[src/seqctl_pkg.sv]
// Shared constants and carrier types of the sequencer control register group.
// Assumes a 200 MHz system clock and a byte-wide register port from the serial front end.
package seqctl_pkg;

  // Clock rate, used to turn times into cycle counts
  localparam int CLK_MHZ = 200;

  // Debounce step: the field selects step times (field + 1)
  localparam int DEB_STEP_MS = 5;
  localparam int DEB_STEP_CYC = DEB_STEP_MS * 1000 * CLK_MHZ;

  // Press measurement step: the threshold selects step times (value + 1)
  localparam int PRESS_STEP_MS = 100;
  localparam int PRESS_STEP_CYC = PRESS_STEP_MS * 1000 * CLK_MHZ;

  // Restart delay after a forced power-down with code 10b
  localparam int RESTART_DELAY_MS = 1000;
  localparam int RESTART_DELAY_CYC = RESTART_DELAY_MS * 1000 * CLK_MHZ;

  // Register addresses
  localparam logic [7:0] ADDR_LEVELS = 8'h25;
  localparam logic [7:0] ADDR_DEBOUNCE = 8'h26;
  localparam logic [7:0] ADDR_PRESS = 8'h27;
  localparam logic [7:0] ADDR_CONTROL = 8'h28;

  // Output-level layout: channels 4..1 in the high nibble, 12..9 in the low nibble
  localparam int LVL_LOW_CH_LSB = 4;
  localparam int LVL_HIGH_CH_LSB = 0;
  localparam int NUM_CHANNELS = 12;

  // Debounce register layout
  localparam int DEB_TIME_LSB = 4;
  localparam int DEB_EN_LSB = 1;
  localparam logic [7:0] DEB_WRITABLE = 8'hfe;

  // Control register layout
  localparam int CTL_FORCE_INT_BIT = 3;
  localparam int CTL_HOLD_BIT = 2;
  localparam int CTL_SHDN_LSB = 0;
  localparam logic [7:0] CTL_WRITABLE = 8'h0f;

  // Alternate-function bit of pin 12 inside the 12..9 nibbles
  localparam int AF_PIN12 = 3;

  // Forced shutdown codes
  localparam logic [1:0] SHDN_NONE = 2'h0;
  localparam logic [1:0] SHDN_NOW = 2'h1;
  localparam logic [1:0] SHDN_DELAY = 2'h2;
  localparam logic [1:0] SHDN_WAIT = 2'h3;

  // Values loaded from non-volatile configuration at power-on
  typedef struct packed {
    logic [7:0] levels;
    logic [7:0] debounce;
    logic [7:0] press_limit;
    logic [7:0] control;
  } nvm_image_s;

  // One register access from the serial front end
  typedef struct packed {
    logic wr;
    logic rd;
    logic [7:0] addr;
    logic [7:0] wdata;
  } reg_req_s;

endpackage : seqctl_pkg

[src/input_debounce.sv]
// Debounce filter for one alternate-function input pin.
// Assumes the pin is already synchronous to the clock; the limit may change at any time.
`timescale 1ns/100ps
`default_nettype none

module input_debounce (
  input wire logic clk,
  input wire logic reset,
  input wire logic raw,
  input wire logic enable,
  input wire logic [31:0] limit,
  output logic level
);

  logic [31:0] count; // Cycles the pin has differed from the filtered level
  logic [31:0] next_count;
  logic next_level;

  // Filter: the level moves only after the new value held for the whole limit
  always_comb begin
    next_count = 32'h0;
    next_level = level;
    if (!enable) begin // Debounce off: pass the pin through
      next_level = raw;
    end else if (raw != level) begin
      if (count + 32'h1 >= limit) begin
        next_level = raw;
      end else begin
        next_count = count + 32'h1;
      end
    end
    // A return to the old level leaves next_count at zero, restarting the timer
  end

  // Register stage; the idle level is high since the inputs are active low
  always_ff @(posedge clk) begin
    if (reset) begin
      count <= 32'h0;
      level <= 1'b1;
    end else begin
      count <= next_count;
      level <= next_level;
    end
  end

endmodule : input_debounce

`default_nettype wire

[src/sequencer_control_regs.sv]
// Control and configuration register group of the power sequencer.
// Assumes a serial front end delivering byte accesses, and a sequencing engine that
// reports power-up entry and power-down completion; all inputs are synchronous to MCLK.
//
// Functional notes
// - Output bit drives pin when enables clear
// - Channels 4..1 high nibble, 12..9 low
// - Writable registers read-only when group protected
// - Power-on values come from configuration image
// - Debounce time is 5 ms times (N+1)
// - Per-pin debounce enable for pins 12..10
// - Long press is at least (N+1) x 100 ms
// - Force bit pulls interrupt low unconditionally
// - Hold-active bit makes sleep pin ignored
// - Hardware sets hold-active on power-up entry
// - Host may clear hold-active, never set it
// - No button: 00 normal, 01 restore immediately
// - No button: 10 restore after one second
// - No button: 11 restore on active-low or alarm
// - Button: 00 normal, 01 immediate power-up
// - Button: 10 power-up after second or press
// - Button: 11 power-up on alarm or press
// - Pins 9..12 output only if selected
`timescale 1ns/100ps
`default_nettype none

module sequencer_control_regs #(
  parameter int DEB_STEP_CYCLES = seqctl_pkg::DEB_STEP_CYC,
  parameter int PRESS_STEP_CYCLES = seqctl_pkg::PRESS_STEP_CYC,
  parameter int RESTART_DELAY_CYCLES = seqctl_pkg::RESTART_DELAY_CYC
) (
  input wire logic MCLK,
  input wire logic RESET,
  input wire logic NVM_LOAD,
  input wire seqctl_pkg::nvm_image_s NVM_IMAGE,
  input wire logic CTL_PROTECTED,
  input wire seqctl_pkg::reg_req_s REG_REQ,
  input wire logic [3:0] ALTFUNC_ENABLE,
  input wire logic [3:0] ALTFUNC_SELECT,
  input wire logic [11:0] POWERUP_CHANNEL_ENABLE,
  input wire logic [11:0] SLEEP_CHANNEL_ENABLE,
  input wire logic [2:0] AF_PIN_IN,
  input wire logic INTERRUPT_SOURCE_FLAGS,
  input wire logic POWERUP_ENTRY,
  input wire logic POWERDOWN_DONE,
  input wire logic ACTIVE_REQUEST_PIN,
  input wire logic RTC_ALARM,
  input wire logic SLEEP_PIN,
  output logic [7:0] REG_RDATA,
  output logic [11:0] STATIC_OUTPUT_LEVEL,
  output logic [11:0] STATIC_OUTPUT_SELECT,
  output logic [2:0] AF_INPUT_LEVEL,
  output logic SHORT_PRESS,
  output logic LONG_PRESS,
  output logic INTERRUPT_OUT_N,
  output logic SLEEP_REQUEST,
  output logic POWERDOWN_REQUEST,
  output logic POWERUP_REQUEST,
  output logic ACTIVE_OVERRIDE
);

  // Forced shutdown sequence states
  typedef enum logic [1:0] {FS_IDLE, FS_POWERDOWN, FS_DELAY, FS_WAIT_EVENT} shutdown_state_e;

  // Register contents
  logic [7:0] general_output_levels;
  logic [7:0] input_debounce_config;
  logic [7:0] long_press_threshold;
  logic [7:0] software_state_control;
  logic [7:0] next_levels;
  logic [7:0] next_debounce;
  logic [7:0] next_press;
  logic [7:0] next_control;
  logic [7:0] next_rdata;

  // Derived register fields
  logic [3:0] debounce_time;
  logic [2:0] debounce_enable_bits;
  logic [1:0] forced_shutdown_code;
  logic hold_active_bit;
  logic force_int;
  logic write_ok;
  logic shutdown_done;

  // Debounce filter outputs and the press timer
  logic [31:0] debounce_limit;
  logic [2:0] af_level;
  logic button_enabled;
  logic button_level_q;
  logic button_press;
  logic button_release;
  logic [31:0] step_count;
  logic [8:0] press_steps;
  logic [31:0] next_step_count;
  logic [8:0] next_press_steps;

  // Forced shutdown sequencer
  shutdown_state_e fs_state;
  shutdown_state_e next_fs_state;
  logic [31:0] delay_count;
  logic [31:0] next_delay_count;
  logic fs_button_mode;
  logic next_fs_button_mode;
  logic [1:0] fs_code;
  logic [1:0] next_fs_code;

  // Pin and event outputs computed each cycle, registered below
  logic [11:0] next_out_level;
  logic [11:0] next_out_select;
  logic next_short;
  logic next_long;
  logic next_pd_req;
  logic next_pu_req;
  logic next_override;

  // True when a host write targets the given address
  function automatic logic write_hit(input seqctl_pkg::reg_req_s req, input logic [7:0] addr);
    write_hit = req.wr && (req.addr == addr);
  endfunction : write_hit

  assign debounce_time = input_debounce_config[seqctl_pkg::DEB_TIME_LSB +: 4];
  assign debounce_enable_bits = input_debounce_config[seqctl_pkg::DEB_EN_LSB +: 3];
  assign forced_shutdown_code = software_state_control[seqctl_pkg::CTL_SHDN_LSB +: 2];
  assign hold_active_bit = software_state_control[seqctl_pkg::CTL_HOLD_BIT];
  assign force_int = software_state_control[seqctl_pkg::CTL_FORCE_INT_BIT];
  // Protection freezes every host write to the group
  assign write_ok = !CTL_PROTECTED;
  // Button function exists only when pin 12 is enabled and selected as button
  assign button_enabled = ALTFUNC_ENABLE[seqctl_pkg::AF_PIN12] &&
                          ALTFUNC_SELECT[seqctl_pkg::AF_PIN12];

  // Register file next state: configuration load, host writes, hardware updates
  always_comb begin
    next_levels = general_output_levels;
    next_debounce = input_debounce_config;
    next_press = long_press_threshold;
    next_control = software_state_control;
    if (NVM_LOAD) begin // Power-on values from the configuration image
      next_levels = NVM_IMAGE.levels;
      next_debounce = NVM_IMAGE.debounce & seqctl_pkg::DEB_WRITABLE;
      next_press = NVM_IMAGE.press_limit;
      next_control = NVM_IMAGE.control & seqctl_pkg::CTL_WRITABLE;
    end else begin
      if (shutdown_done) begin // Finished sequence returns the code to normal control
        next_control[seqctl_pkg::CTL_SHDN_LSB +: 2] = seqctl_pkg::SHDN_NONE;
      end
      if (write_ok) begin
        if (write_hit(REG_REQ, seqctl_pkg::ADDR_LEVELS)) begin
          next_levels = REG_REQ.wdata;
        end
        if (write_hit(REG_REQ, seqctl_pkg::ADDR_DEBOUNCE)) begin
          next_debounce = REG_REQ.wdata & seqctl_pkg::DEB_WRITABLE;
        end
        if (write_hit(REG_REQ, seqctl_pkg::ADDR_PRESS)) begin
          next_press = REG_REQ.wdata;
        end
        if (write_hit(REG_REQ, seqctl_pkg::ADDR_CONTROL)) begin
          next_control = REG_REQ.wdata & seqctl_pkg::CTL_WRITABLE;
          // A written 1 cannot raise the hold bit; only a clear lands
          next_control[seqctl_pkg::CTL_HOLD_BIT] =
            hold_active_bit & REG_REQ.wdata[seqctl_pkg::CTL_HOLD_BIT];
        end
      end
      // Power-up entry sets the hold bit and beats a same-cycle clear
      if (POWERUP_ENTRY) begin
        next_control[seqctl_pkg::CTL_HOLD_BIT] = 1'b1;
      end
    end
  end

  // Read mux; unmapped addresses read zero, data holds between reads
  always_comb begin
    next_rdata = REG_RDATA;
    if (REG_REQ.rd) begin
      case (REG_REQ.addr)
        seqctl_pkg::ADDR_LEVELS: next_rdata = general_output_levels;
        seqctl_pkg::ADDR_DEBOUNCE: next_rdata = input_debounce_config;
        seqctl_pkg::ADDR_PRESS: next_rdata = long_press_threshold;
        seqctl_pkg::ADDR_CONTROL: next_rdata = software_state_control;
        default: next_rdata = 8'h00;
      endcase
    end
  end

  // Register file storage; zero until the configuration image arrives
  always_ff @(posedge MCLK) begin
    if (RESET) begin
      general_output_levels <= 8'h00;
      input_debounce_config <= 8'h00;
      long_press_threshold <= 8'h00;
      software_state_control <= 8'h00;
      REG_RDATA <= 8'h00;
    end else begin
      general_output_levels <= next_levels;
      input_debounce_config <= next_debounce;
      long_press_threshold <= next_press;
      software_state_control <= next_control;
      REG_RDATA <= next_rdata;
    end
  end

  // Debounce time for all filters: 5 ms steps, field plus one
  assign debounce_limit = 32'(({28'h0, debounce_time} + 32'h1) * 32'(DEB_STEP_CYCLES));

  // One filter per alternate-function input, each with its own enable
  for (genvar i = 0; i < 3; i++) begin : g_deb
    input_debounce u_deb (
      .clk(MCLK),
      .reset(RESET),
      .raw(AF_PIN_IN[i]),
      .enable(debounce_enable_bits[i]),
      .limit(debounce_limit),
      .level(af_level[i])
    );
  end

  // Button edges on the filtered level; the pin is active low
  assign button_press = button_enabled && button_level_q && !af_level[2];
  assign button_release = button_enabled && !button_level_q && af_level[2];

  // Press timer: counts 100 ms steps while the button is held
  always_comb begin
    next_step_count = 32'h0;
    next_press_steps = 9'h0;
    next_short = 1'b0;
    next_long = 1'b0;
    if (button_press) begin // Timing starts at the falling edge
      next_step_count = 32'h0;
      next_press_steps = 9'h0;
    end else if (button_enabled && !af_level[2]) begin
      next_press_steps = press_steps;
      if (step_count + 32'h1 >= 32'(PRESS_STEP_CYCLES)) begin
        // Saturate well past the largest threshold
        next_press_steps = (press_steps == 9'h1ff) ? press_steps : press_steps + 9'h1;
      end else begin
        next_step_count = step_count + 32'h1;
      end
    end else if (button_release) begin // Classify at release
      if (press_steps >= {1'b0, long_press_threshold} + 9'h1) begin
        next_long = 1'b1;
      end else begin
        next_short = 1'b1;
      end
    end
  end

  // Press timer storage and classification pulses
  always_ff @(posedge MCLK) begin
    if (RESET) begin
      button_level_q <= 1'b1;
      step_count <= 32'h0;
      press_steps <= 9'h0;
      SHORT_PRESS <= 1'b0;
      LONG_PRESS <= 1'b0;
    end else begin
      button_level_q <= af_level[2];
      step_count <= next_step_count;
      press_steps <= next_press_steps;
      SHORT_PRESS <= next_short;
      LONG_PRESS <= next_long;
    end
  end

  // Forced shutdown sequencer; button mode is captured at the start so a
  // pin reconfiguration mid-sequence cannot switch the restart policy
  always_comb begin
    next_fs_state = fs_state;
    next_delay_count = 32'h0;
    next_fs_button_mode = fs_button_mode;
    next_fs_code = fs_code;
    next_pd_req = 1'b0;
    next_pu_req = 1'b0;
    next_override = 1'b0;
    shutdown_done = 1'b0;
    case (fs_state)
      FS_IDLE: begin
        // Code 00b leaves active pin or button in normal control
        if (forced_shutdown_code != seqctl_pkg::SHDN_NONE) begin
          next_fs_state = FS_POWERDOWN;
          next_fs_code = forced_shutdown_code;
          next_fs_button_mode = button_enabled;
          next_pd_req = 1'b1;
          next_override = 1'b1;
        end
      end
      FS_POWERDOWN: begin
        next_pd_req = 1'b1;
        next_override = 1'b1;
        if (POWERDOWN_DONE) begin
          next_pd_req = 1'b0;
          case (fs_code)
            seqctl_pkg::SHDN_DELAY: next_fs_state = FS_DELAY;
            seqctl_pkg::SHDN_WAIT: next_fs_state = FS_WAIT_EVENT;
            default: begin // Code 01b: restore or power up at once
              next_fs_state = FS_IDLE;
              next_override = 1'b0;
              next_pu_req = fs_button_mode;
              shutdown_done = 1'b1;
            end
          endcase
        end
      end
      FS_DELAY: begin
        next_override = 1'b1;
        next_delay_count = delay_count + 32'h1;
        // One second, cut short by a press in button mode
        if (delay_count + 32'h1 >= 32'(RESTART_DELAY_CYCLES) ||
            (fs_button_mode && button_press)) begin
          next_fs_state = FS_IDLE;
          next_override = 1'b0;
          next_pu_req = fs_button_mode;
          next_delay_count = 32'h0;
          shutdown_done = 1'b1;
        end
      end
      FS_WAIT_EVENT: begin
        next_override = 1'b1;
        // Alarm, or active pin low without button, or a press with it
        if (RTC_ALARM || (fs_button_mode ? button_press : !ACTIVE_REQUEST_PIN)) begin
          next_fs_state = FS_IDLE;
          next_override = 1'b0;
          next_pu_req = fs_button_mode;
          shutdown_done = 1'b1;
        end
      end
      default: begin
        next_fs_state = FS_IDLE;
      end
    endcase
  end

  // Static output levels and ownership for every channel
  always_comb begin
    next_out_level = 12'h000;
    next_out_select = 12'h000;
    // Register nibbles map to channels 4..1 and 12..9
    next_out_level[3:0] = general_output_levels[seqctl_pkg::LVL_LOW_CH_LSB +: 4];
    next_out_level[11:8] = general_output_levels[seqctl_pkg::LVL_HIGH_CH_LSB +: 4];
    for (int ch = 0; ch < seqctl_pkg::NUM_CHANNELS; ch++) begin
      // Output owns the pin only with both sequencing enables clear
      next_out_select[ch] = !POWERUP_CHANNEL_ENABLE[ch] && !SLEEP_CHANNEL_ENABLE[ch] &&
                            (ch < 4 || ch >= 8);
    end
    // Pins 12..9 also need the alternate function enabled and set to output
    next_out_select[11:8] = next_out_select[11:8] & ALTFUNC_ENABLE & ~ALTFUNC_SELECT;
    next_out_level = next_out_level & next_out_select;
  end

  // Sequencer, pin and status registers; every output leaves from a flop
  always_ff @(posedge MCLK) begin
    if (RESET) begin
      fs_state <= FS_IDLE;
      delay_count <= 32'h0;
      fs_button_mode <= 1'b0;
      fs_code <= seqctl_pkg::SHDN_NONE;
      POWERDOWN_REQUEST <= 1'b0;
      POWERUP_REQUEST <= 1'b0;
      ACTIVE_OVERRIDE <= 1'b0;
      STATIC_OUTPUT_LEVEL <= 12'h000;
      STATIC_OUTPUT_SELECT <= 12'h000;
      AF_INPUT_LEVEL <= 3'h7;
      INTERRUPT_OUT_N <= 1'b1;
      SLEEP_REQUEST <= 1'b0;
    end else begin
      fs_state <= next_fs_state;
      delay_count <= next_delay_count;
      fs_button_mode <= next_fs_button_mode;
      fs_code <= next_fs_code;
      POWERDOWN_REQUEST <= next_pd_req;
      POWERUP_REQUEST <= next_pu_req;
      ACTIVE_OVERRIDE <= next_override;
      STATIC_OUTPUT_LEVEL <= next_out_level;
      STATIC_OUTPUT_SELECT <= next_out_select;
      AF_INPUT_LEVEL <= af_level;
      INTERRUPT_OUT_N <= !(force_int || INTERRUPT_SOURCE_FLAGS);
      SLEEP_REQUEST <= SLEEP_PIN && !hold_active_bit;
    end
  end

endmodule : sequencer_control_regs

`default_nettype wire

[config.mk]
export PLATFORM = sky130hd
export DESIGN_NAME = sequencer_control_regs
export DESIGN_NICKNAME = d
export VERILOG_FILES = /design/src/seqctl_pkg.sv /design/src/input_debounce.sv /design/src/sequencer_control_regs.sv
export SDC_FILE = /design/constraint.sdc
export NUM_CORES = 1
export LEC_CHECK = 0
export ABC_AREA = 1
export BUFFER_PORTS_ARGS = -buffer_cell sky130_fd_sc_hd__clkbuf_2
export CAP_MARGIN = 20
export CORE_ASPECT_RATIO = 1.25
export CORE_UTILIZATION = 40
export DETAILED_ROUTE_END_ITERATION = 7
export PLACE_DENSITY = 0.67
export SYNTH_ARGS = -nofsm -noshare
export SYNTH_HDL_FRONTEND = slang
export SYNTH_SLANG_ARGS = --single-unit
[constraint.sdc]
create_clock -name MCLK -period 6.4 [get_ports MCLK]
set_input_delay 0.32 -clock MCLK [delete_from_list [all_inputs] [get_ports MCLK]]
set_output_delay 0.32 -clock MCLK [all_outputs]
set_load 0.01 [all_outputs]
==> summary.md <==
| Metric | Value |
|---|---|
| Status | finished, final reports clean |
| CTS H-tree lvls | 1 |
| Synth top area share | 33.2% |
| Pwr Density | 215 nW/µm² |
| Num rows | 77 |
| Clock Path Buffers | 3 |
| Peak supply drop | between 0.2 and 0.25 mV |
| Vias per cell | between 4 and 5 |
| FILL cells | between 3000 and 4000 |
| Cell Area, Synth | approximately 14000 µm² |
| Cells after Synth | around 2100 |
| Most instantiated cells after synthesis | 465 x nand2_1, 328 x nor2_1, 292 x inv_1 |
| Die X | between 150 and 200 µm |
| Most numerous cell in the Yosys netlist | nand2_1 |
| Flops & latches, synth | roughly 240 |
| Final setup viols | 0 |
| Total Routed Length | ~35 mm |
| Critical Path AT | between 5 and 6 ns |
| Cell accounting for the most synthesized area | dfxtp_1 |
| Post-CTS sizing | 0 |
| Core outline area | 35400 µm² |
| Top_reg_cell synth | dfxtp_1 |
| Crit path time final | 5.42 ns |
| Synthesized area per cell | approximately 6.9 µm² |
| CTS tree | yes |
| Remaining Overflow, GRT | 0 |
| Fin crit share | a little over four fifths |
| Share of cells above drive strength 1 | around 11% |
| Crit path kind | reg2reg |
| Root Buffer | clkbuf_16 |
| Sink Count | 238 |
| Setup Buffers After CTS | 0 |
| Port bufs | ~120 |
| Leakage power | ~7.3 nW |
| Async set or reset register ratio after synthesis | 0% |
| Maxcap violations | 0 |
| First-pass DRT Iterations | 5 |
| N_diodes | 0 |
| CP Capture Type | flop |
| Overall routing resource usage | 18.9% |
| EDFF count, synth | 0 |
| Clock Latency Late Sink | about 0.56 ns |
| Max-slew headroom | about a quarter |
| Vias in the first global route | around 12000 |
| Largest net degree at the start of global routing | 61 |
| Yosys warning total | 0 |
| HP Class | in2reg |
| Final Core Density | between 40 and 50% |
| I/O Pins | between 100 and 150 |
| Sequential element share of the synthesized area | between 30% and 40% |
| Max frequency | 184 MHz |
| WL per Instance | between 10 and 15 µm |
| CTS buffer count | 25 |
| Post-CTS Hold Buffers | 25 |
| Routed Antenna Nets | 0 |
| CP required | about 6.9 ns |
| Die H | about 210 µm |
| Worst Path Max Fanout | 25 |
| Final hold viol count | 0 |
| RSZ-0062 raised after global routing | false |
| Post-DP HPWL | 26.7 mm |
| DR iter-0 viols | between 600 and 700 |
| Synth unique cells | 52 |
| Initial antenna violation count | 0 |
| Starting Density | roughly two fifths |
| First-pass GRT wire length | 56.9 mm |
| Area Growth Syn to Fin | 16.4% |
| Slew Viols, Final | 0 |
| Worst Tran Pin Value | 1.09 ns |
| Setup clock skew after layout | 0.0225 ns |
| Setup_tns | 0 ns |
| Synth area leaders | dfxtp_1 33%, nand2_1 12%, nor2_1 8.6% |
| Vias | 13300 |
| Routability-driven placement congestion ratio | 0.924 |
| Clock-pin transition on the worst setup and hold timing paths | roughly 0.07 ns |
| DIE AREA | between 30000 and 40000 µm² |
| Final nets | between 2000 and 2500 |
| # DRC | 0 |
| Startpoint types | flop |
[critical path, cell delays in order (launching register included)]
cell	delay (ns)
dfxtp_1	0.43
ha_1	0.28
nand2_1	0.12
inv_1	0.07
nor2_1	0.38
inv_1	0.32
fa_1	0.56
fa_1	0.55
inv_1	0.04
ha_1	0.29
ha_1	0.33
nand2_1	0.15
nor2_1	0.08
nand2_1	0.07
nor2_1	0.04
a211oi_1	0.26
nand2_1	0.09
nand2_1	0.14
nand2_2	0.13
inv_2	0.10
nor2_1	0.04
nor2_1	0.12
nand2_1	0.07
nand2_1	0.15
nand3_4	0.29
nor2_1	0.20
[stage by stage]
stage	hold WS, ns	instance area, µm²	cells	total power, mW	setup WS (ns)
finish	0.0180	16700	2736	3.59	0.977
global route	0.0214	16700	2736	3.73	0.513
CTS	0.000544	16700	2735	3.62	0.963
detailed placement	0.454	15500	2665	1.93	0.998
global placement	0.442	15500	2665	1.92	1.17
floorplan	0.397	14500	2106	1.82	1.86
[where the power goes]
| group | leakage (nW) | switching [mW] | internal (mW) |
|---|---|---|---|
| registers | 1.94 | 0.0253 | 1.51 |
| clock network | 0.473 | 0.636 | 1.04 |
| logic | 4.88 | 0.237 | 0.139 |
[path summary, 6_finish.rpt]
path | startpoint | slack, ns | cells past startpoint | endpoint
max | input_debounce_config[4]$_SDFFE_PP0P_ | 0.98 | 25 | g_deb[0].u_deb.count[7]$_SDFF_PP0_
min | NVM_IMAGE[10] | 0.02 | 3 | long_press_threshold[2]$_SDFFE_PP0P_
max reg2reg | input_debounce_config[4]$_SDFFE_PP0P_ | 0.98 | 25 | g_deb[0].u_deb.count[7]$_SDFF_PP0_
min reg2reg | fs_code[0]$_SDFFE_PP0P_ | 0.46 | 2 | fs_code[0]$_SDFFE_PP0P_
[cell usage in the layout, fill, tap and decap left out, types with 30 or more instances in the layout]
| cell | count |
|---|---|
| conb_1 | 40 |
| nand3_1 | 104 |
| nor3_1 | 68 |
| xnor2_1 | 38 |
| nor2_1 | 328 |
| a21oi_1 | 60 |
| dfxtp_1 | 238 |
| nor2_2 | 30 |
| clkbuf_2 | 115 |
| xor2_1 | 86 |
| inv_1 | 292 |
| ha_1 | 96 |
| nand4_1 | 49 |
| nand2_1 | 465 |
[state kept, by name (all words and copies together) (netlist names), 7 cells and up]
register / count
delay_count: 32
long_press_threshold: 8
press_steps: 9
g_deb.u_deb.count: 96
step_count: 32
input_debounce_config: 7
STATIC_OUTPUT_SELECT: 8
STATIC_OUTPUT_LEVEL: 8
REG_RDATA: 8
general_output_levels: 8
[kinds of logic after synthesis]
group | after synthesis | synth area share [%]
flip-flops | 238 | 33.2
XOR/XNOR | 127 | 7.90
other | 1 | 0.0261
AO/OA/AOI/OAI | 149 | 6.14
adder cells (fa/ha/maj) | 102 | 9.20
AND/OR/NAND/NOR | 1120 | 34.4
buffers and inverters | 330 | 9.22
[per-layer routing]
layer	up-vias	global-route usage [%]	part of all wire (%)
li1	6891	-	-
met1	5936	22.3	43
met2	362	33.7	48
met3	77	2.62	4.7
met4	0	8.81	4.1
met5	-	0	0
[cell type report]
class	count	area, µm²	share of cell area (%)
tap	474	593	3.55
clock inverter	13	236	1.41
clock buffer	32	722	4.32
multi-input combinational	1538	8420	50.4
timing repair buffer	143	856	5.12
sequential	238	4760	28.5
inverter	298	1120	6.70
No activity file was read; power rests on OpenSTA's default activity.
